===== src/hdl/fcf_defines.svh =====
`ifndef FCF_DEFINES_SVH
`define FCF_DEFINES_SVH

// Register indices; byte address is four times the index
`define FCF_IDX_CTL       6'h18
`define FCF_IDX_HIGH_MSB  6'h19
`define FCF_IDX_HIGH_LSB  6'h1a
`define FCF_IDX_LOW_MSB   6'h1b
`define FCF_IDX_LOW_LSB   6'h1c
`define FCF_IDX_LIM_MSB   6'h1d
`define FCF_IDX_LIM_LSB   6'h1e
`define FCF_IDX_RATE      6'h1f
`define FCF_IDX_FWD       6'h20
`define FCF_IDX_FNUM_LSB  6'h23
`define FCF_IDX_FNUM_MSB  6'h24

// Reset values
`define FCF_RST_ZERO      8'h00
`define FCF_RST_LIM_LSB   8'h04
`define FCF_RST_RATE      8'h02
`define FCF_RST_FWD       8'h30

// Writable bit masks
`define FCF_MASK_CTL      8'h07
`define FCF_MASK_RATE     8'h0f
`define FCF_MASK_FWD      8'hf0

// Field positions
`define FCF_CTL_EN        0
`define FCF_CTL_STYLE     1
`define FCF_CTL_RAW       2
`define FCF_FWD_PORT1     5
`define FCF_FWD_PORT0     4

// Lane rate codes
`define FCF_RATE_1600     2'b00
`define FCF_RATE_800      2'b10
`define FCF_RATE_400      2'b11

`endif


===== src/hdl/fcf_pkg.sv =====
package fcf_pkg;

  typedef enum logic [1:0] {
    FCF_IDLE = 2'b00,
    FCF_LOW  = 2'b01,
    FCF_HIGH = 2'b10
  } fcf_phase_t;

  typedef struct packed {
    logic        start;
    logic        stop;
    logic [15:0] number;
  } fcf_frame_t;

  typedef struct packed {
    logic [7:0]  ctl;
    logic [7:0]  high_msb;
    logic [7:0]  high_lsb;
    logic [7:0]  low_msb;
    logic [7:0]  low_lsb;
    logic [7:0]  lim_msb;
    logic [7:0]  lim_lsb;
    logic [7:0]  rate;
    logic [7:0]  fwd;
    fcf_phase_t  phase;
    logic [23:0] cnt;
    logic        fs;
    logic [15:0] fnum;
    logic        in_frame;
    logic        start;
    logic        stop;
    logic [31:0] rdata;
  } fcf_state_t;

endpackage


===== src/hdl/fcf_frame_forward_ctrl.sv =====
// The APB interface to the registers was left to the implementer.
`timescale 1ns/1ps
`include "fcf_defines.svh"
// Contract
// - Low-period register holds count bits 7:0
// - Programmed zero gives one-cycle period
// - RAW mode frames carry 16-bit number
// - Zero limit forces frame number zero
// - Number counts from 1, wraps to 1
// - Limit split in two bytes, resets 0/4
// - Two-bit code selects lane rate, resets 10
// - Bit 5 blocks port 1, resets set
// - Bit 4 blocks port 0, resets set
// - Hi/Lo style times periods separately
// - Equal style uses one 24-bit count
module fcf_frame_forward_ctrl
  import fcf_pkg::*;
(
  input  wire logic        pclk,
  input  wire logic        presetn,
  input  wire logic        psel,
  input  wire logic        penable,
  input  wire logic        pwrite,
  input  wire logic [11:0] paddr,
  input  wire logic [31:0] pwdata,
  input  wire logic [3:0]  pstrb,
  output logic      [31:0] prdata,
  output logic             pready,
  output logic             pslverr,
  output logic             frame_sync_signal,
  output fcf_frame_t       frame_packet,
  output logic             raw_mode,
  output logic      [1:0]  lane_rate_code,
  output logic             first_port_forward_block,
  output logic             second_port_forward_block
);

  fcf_state_t s;
  fcf_state_t next_s;

  always_comb begin
    logic [5:0]  idx;
    logic        hit;
    logic [7:0]  rd_val;
    logic [7:0]  wd;
    logic        en;
    logic [23:0] per_high;
    logic [23:0] per_low;
    logic [15:0] lim;
    logic [15:0] num_next;
    idx      = paddr[7:2];
    hit      = 1'b0;
    rd_val   = `FCF_RST_ZERO;
    wd       = pwdata[7:0];
    en       = s.ctl[`FCF_CTL_EN];
    per_high = 24'h00_0000;
    per_low  = 24'h00_0000;
    lim      = {s.lim_msb, s.lim_lsb};
    num_next = 16'h0000;
    next_s       = s;
    next_s.start = 1'b0;
    next_s.stop  = 1'b0;

    // Address decode; misaligned or high addresses are unmapped
    if (paddr[1:0] == 2'b00 && paddr[11:8] == 4'h0) begin
      hit = 1'b1;
      case (idx)
        `FCF_IDX_CTL:      rd_val = s.ctl;
        `FCF_IDX_HIGH_MSB: rd_val = s.high_msb;
        `FCF_IDX_HIGH_LSB: rd_val = s.high_lsb;
        `FCF_IDX_LOW_MSB:  rd_val = s.low_msb;
        `FCF_IDX_LOW_LSB:  rd_val = s.low_lsb;
        `FCF_IDX_LIM_MSB:  rd_val = s.lim_msb;
        `FCF_IDX_LIM_LSB:  rd_val = s.lim_lsb;
        `FCF_IDX_RATE:     rd_val = s.rate;
        `FCF_IDX_FWD:      rd_val = s.fwd;
        `FCF_IDX_FNUM_LSB: rd_val = s.fnum[7:0];
        `FCF_IDX_FNUM_MSB: rd_val = s.fnum[15:8];
        default:           hit    = 1'b0;
      endcase
    end

    // Read data captured in setup, so prdata is a flop in access
    if (psel && !penable) begin
      next_s.rdata = {24'h00_0000, rd_val};
    end

    // Only byte lane 0 carries register bits
    if (psel && penable && pwrite && pstrb[0] && hit) begin
      case (idx)
        `FCF_IDX_CTL:      next_s.ctl      = wd & `FCF_MASK_CTL;
        `FCF_IDX_HIGH_MSB: next_s.high_msb = wd;
        `FCF_IDX_HIGH_LSB: next_s.high_lsb = wd;
        `FCF_IDX_LOW_MSB:  next_s.low_msb  = wd;
        `FCF_IDX_LOW_LSB:  next_s.low_lsb  = wd;
        `FCF_IDX_LIM_MSB:  next_s.lim_msb  = wd;
        `FCF_IDX_LIM_LSB:  next_s.lim_lsb  = wd;
        `FCF_IDX_RATE:     next_s.rate     = wd & `FCF_MASK_RATE;
        `FCF_IDX_FWD:      next_s.fwd      = wd & `FCF_MASK_FWD;
        default:           next_s.rdata    = s.rdata;
      endcase
    end

    // Equal style shares one 24-bit count for both periods
    if (s.ctl[`FCF_CTL_STYLE]) begin
      per_high = {s.high_lsb, s.low_msb, s.low_lsb};
      per_low  = {s.high_lsb, s.low_msb, s.low_lsb};
    end else begin
      per_high = {8'h00, s.high_msb, s.high_lsb};
      per_low  = {8'h00, s.low_msb, s.low_lsb};
    end

    // Wrap to 1; also covers a limit lowered below the current number
    if (lim == 16'h0000) begin
      num_next = 16'h0000;
    end else if (s.fnum == 16'h0000 || s.fnum >= lim) begin
      num_next = 16'h0001;
    end else begin
      num_next = 16'(s.fnum + 16'h0001);
    end

    case (s.phase)
      FCF_IDLE: begin
        next_s.fs  = 1'b0;
        next_s.cnt = 24'h00_0000;
        if (en) begin
          next_s.phase = FCF_LOW;
        end
      end
      FCF_LOW: begin
        if (!en) begin
          next_s.phase = FCF_IDLE;
          next_s.cnt   = 24'h00_0000;
        end else if (s.cnt == per_low) begin
          // Count of N holds the level N plus one cycles
          next_s.cnt   = 24'h00_0000;
          next_s.phase = FCF_HIGH;
          next_s.fs    = 1'b1;
          next_s.fnum  = num_next;
          if (s.ctl[`FCF_CTL_RAW]) begin
            next_s.start    = 1'b1;
            next_s.in_frame = 1'b1;
          end
        end else begin
          next_s.cnt = 24'(s.cnt + 24'h00_0001);
        end
      end
      FCF_HIGH: begin
        if (!en || s.cnt == per_high) begin
          next_s.cnt   = 24'h00_0000;
          next_s.phase = en ? FCF_LOW : FCF_IDLE;
          next_s.fs    = 1'b0;
          // End packet closes only a frame that had a start
          if (s.in_frame) begin
            next_s.stop     = 1'b1;
            next_s.in_frame = 1'b0;
          end
        end else begin
          next_s.cnt = 24'(s.cnt + 24'h00_0001);
        end
      end
      default: begin
        next_s.phase = FCF_IDLE;
        next_s.fs    = 1'b0;
        next_s.cnt   = 24'h00_0000;
      end
    endcase
  end

  always_ff @(posedge pclk or negedge presetn) begin
    if (!presetn) begin
      s          <= '0;
      s.lim_lsb  <= `FCF_RST_LIM_LSB;
      s.rate     <= `FCF_RST_RATE;
      s.fwd      <= `FCF_RST_FWD;
      s.phase    <= FCF_IDLE;
    end else begin
      s <= next_s;
    end
  end

  // Zero-wait slave; error only on unmapped addresses
  assign pready  = 1'b1;
  assign pslverr = psel && penable &&
                   !(paddr[1:0] == 2'b00 && paddr[11:8] == 4'h0 &&
                     ((paddr[7:2] >= `FCF_IDX_CTL &&
                       paddr[7:2] <= `FCF_IDX_FWD) ||
                      paddr[7:2] == `FCF_IDX_FNUM_LSB ||
                      paddr[7:2] == `FCF_IDX_FNUM_MSB));
  assign prdata  = s.rdata;

  assign frame_sync_signal         = s.fs;
  assign frame_packet.start        = s.start;
  assign frame_packet.stop         = s.stop;
  assign frame_packet.number       = s.fnum;
  assign raw_mode                  = s.ctl[`FCF_CTL_RAW];
  assign lane_rate_code            = s.rate[1:0];
  assign second_port_forward_block = s.fwd[`FCF_FWD_PORT1];
  assign first_port_forward_block  = s.fwd[`FCF_FWD_PORT0];

endmodule


===== config.mk =====
export PLATFORM = sky130hd
export DESIGN_NAME = fcf_frame_forward_ctrl
export DESIGN_NICKNAME = d
export VERILOG_FILES = /design/src/hdl/fcf_pkg.sv /design/src/hdl/fcf_frame_forward_ctrl.sv
export VERILOG_INCLUDE_DIRS = /design/src /design/src/hdl
export SDC_FILE = /design/constraint.sdc
export NUM_CORES = 1
export LEC_CHECK = 0
export ABC_AREA = 0
export BUFFER_PORTS_ARGS = -buffer_cell sky130_fd_sc_hd__buf_2
export CAP_MARGIN = 20
export CORE_AREA = 5 5 122 147
export DETAILED_ROUTE_END_ITERATION = 12
export DIE_AREA = 0 0 127 152
export PLACE_DENSITY = 0.71
export SYNTH_ARGS = -nofsm -noshare
export SYNTH_HDL_FRONTEND = slang
export SYNTH_SLANG_ARGS = --single-unit

===== constraint.sdc =====
create_clock -name pclk -period 2.35 [get_ports pclk]
set_input_delay 0.1175 -clock pclk [delete_from_list [all_inputs] [get_ports pclk]]
set_output_delay 0.1175 -clock pclk [all_outputs]
set_load 0.02 [all_outputs]

==> out/metrics.csv <==
metric;value;unit
outcome;finished, final reports clean;
Yosys reg bits;113;
Placed Area;7761;µm²
Synth Area per Inst;10.20;µm²
Core Util, Final;51.17;%
number of synthesized flops with an enable pin;0;
row count;52;
max cap viols;0;
power density over the cells;573.3;nW/µm²
final worst-path cycle share;96.32;%
number of CTS-inserted buffers;17;
gr busiest metal;met2;
Mapped Cells;705;
vias in the first global route;5752;
multi-input logic area;3821;µm²
worst min path class;input port to register;
GR Layer Usage met3;4.038;%
ANT cells;0;
met1 usage;24.53;%
postcts setup bufs;0;
Pre-antenna DRT Iters;4;
Setup TNS Final;0;ns
first-pass GRT wire length;31400;µm
RePlAce Congestion;0.9272;
via/cell ratio;5.709;
filler cell count;1467;
layout cells sized above 1;30.87;%
post-DP HPWL;14530;µm
DIE WIDTH;127;µm
detailed-route wire length per cell;19.58;µm
Synth top area share;37.91;%
CP Data Required Time;2.66;ns
die footprint;19300;µm²
post-synthesis sequential area ratio;39.37;%
total global-route track usage;20.65;%
Initial Util;43.53;%
drc violations;0;
maximum vdd drop;0.0005190;V
clock-pin transition on the worst setup and hold timing paths;0.06;ns
WL final;19580;µm
final instance area;8456;µm²
core area;16530;µm²
CP Capture Type;register;
Ys Warns;0;
Die Ht;152;µm
Final #Nets;843;
clock latency on the worst-skew pair;0.42;ns
post-synth top area cell;dfrtp_1;
critical-path maximum fanout;14;
clk buf depth;2;
post-layout min period;2.263;ns
Post-Syn Area;7194;µm²
crit start category;register;
clock tree sinks;113;
Most used DFF post-synth;dfrtp_1;
Data arrival, critical path;2.57;ns
FF+latch area;2834;µm²
WS Path Type;register to register;
DR vias;5709;
Slew Viols, Final;0;
post-synth cell types;70;
H-tree levels;4;
clk_skew;0.008476;ns
remaining antenna violation count after routing;0;
Setup-failing EPs final;0;
CTS tree;done;
final hold vios;0;
fraction of registers with async set/reset;100.0;%
initial antenna violation count;0;
Synth area leaders;dfrtp_1, mux2_2, buf_4;
grt ovf;0;
clock root cell;clkbuf_16;
DRT iter0 DRCs;365;
Layout area overhead;17.53;%
largest net degree at the start of global routing;72;
max frequency;441.8;MHz
met2 usage in global routing;34.74;%
I/O Pins;111;
Pleak;3.817;nW
Port Buffers;58;
logic make-up after synthesis:
family                   share of synthesized area (%)
flip-flops                                       39.37
AND/OR/NAND/NOR                                  14.54
other                                           0.1044
multiplexers                                     13.88
buffers and inverters                            9.530
XOR/XNOR                                         7.061
AO/OA/AOI/OAI                                    12.21
adder cells (fa/ha/maj)                          3.304
where the power goes:
group          total, W  leakage, nW  internal (W)  switching [W]
clock network   0.00271        0.304       0.00182       0.000889
registers       0.00195         1.56       0.00195    0.000000188
logic          0.000187         1.95     0.0000434       0.000143
total           0.00485         3.82       0.00381        0.00103
per-layer routing:
metal  wire length (µm)  share of wire, %  vias to the layer above
li1                   -                 -                     2623
met1               7690                39                     2799
met2               9981                51                      222
met3                990               5.1                       65
met4                917               4.7                        0
met5                  0                 0                        -
critical path, cell delays in order (launching register included):
cell	delay, ns
dfrtp_1	0.46
xnor2_1	0.25
nand4_1	0.17
or4_1	0.61
o21ai_1	0.23
buf_6	0.21
a21bo_2	0.23
metrics by stage:
stage               total power, W  hold slack, ns  worst slack [ns]  std cells
floorplan                 0.002096         -0.1781           0.07324        728
finish                    0.004848         0.08021           0.08660       1000
detailed placement        0.002168        0.002525           0.02957        967
global route              0.005005         0.07670          -0.05352       1000
global placement          0.002166        0.002925           0.08931        967
CTS                       0.004891         0.06388           0.01161       1000
path summary, 6_finish.rpt:
path,cells past startpoint,startpoint,endpoint,slack (ns)
setup / recovery,6,s[57],s[76],0.09
hold / removal,2,pwdata[3],s[89],0.08
setup reg to reg,6,s[57],s[76],0.09
hold reg to reg,1,prdata[6],prdata[6],0.50
max in group asynchronous,3,presetn,s[96],1.57
min in group asynchronous,2,presetn,frame_packet[14],0.11
layout make-up:
class	instances	share of cell area, %
Sequential cell	113	33.52
Tap cell	216	3.196
Multi-Input combinational cell	492	45.19
Inverter	33	1.465
Clock inverter	10	1.850
Timing Repair Buffer	114	9.293
Clock buffer	22	5.490
synthesized netlist by cell type, drive strengths merged, types with 3 or more instances:
library cell	number
xor2	14
and2	4
a21o	3
or2	5
a221oi	6
o2111ai	8
mux4	4
a211oi	3
xnor2	44
or3	5
nor3	8
a31oi	7
o211ai	10
nand4	23
nor4	13
ha	19
dfstp	4
mux2i	21
clkbuf	25
a22oi	11
buf	65
nor2	24
mux2	62
a21oi	27
nand4b	3
and4	5
inv	33
nand2	40
o21ai	11
a22o	8
nand3	23
o22ai	9
dfrtp	109
and3	10
nand2b	7
registers in the layout, indices dropped and copies added, names as in the netlist:
name and flops:
prdata 8, frame_packet 18, s 81, second_port_forward_block 1, lane_rate_code 2, first_port_forward_block 1
raw_mode 1, frame_sync_signal 1
placed cells by master, fill, tap and decap left out, types with 9 or more instances in the layout:
cell type	synthesis	final
a21oi_1	27	27
a22oi_1	11	10
and3_1	10	10
buf_2	8	57
buf_4	55	49
clkbuf_16	0	17
conb_1	2	25
dfrtp_1	109	108
ha_1	19	19
inv_1	33	33
mux2_2	61	61
mux2i_1	21	21
nand2_1	37	36
nand3_1	22	22
nand4_1	21	21
nor2_1	23	23
nor4_1	13	11
o211ai_1	9	9
o21ai_0	9	9
o22ai_1	9	9
xnor2_1	44	43
xor2_1	14	14
repair_timing:
action / 4_1_cts / 5_1_grt
gates resized for setup: 0 / 15
hold buffers: 1 / 0
setup endpoints to repair: 0 / 43
hold endpoints to repair: 110 / 0
Power figures use the tool's default switching activity.
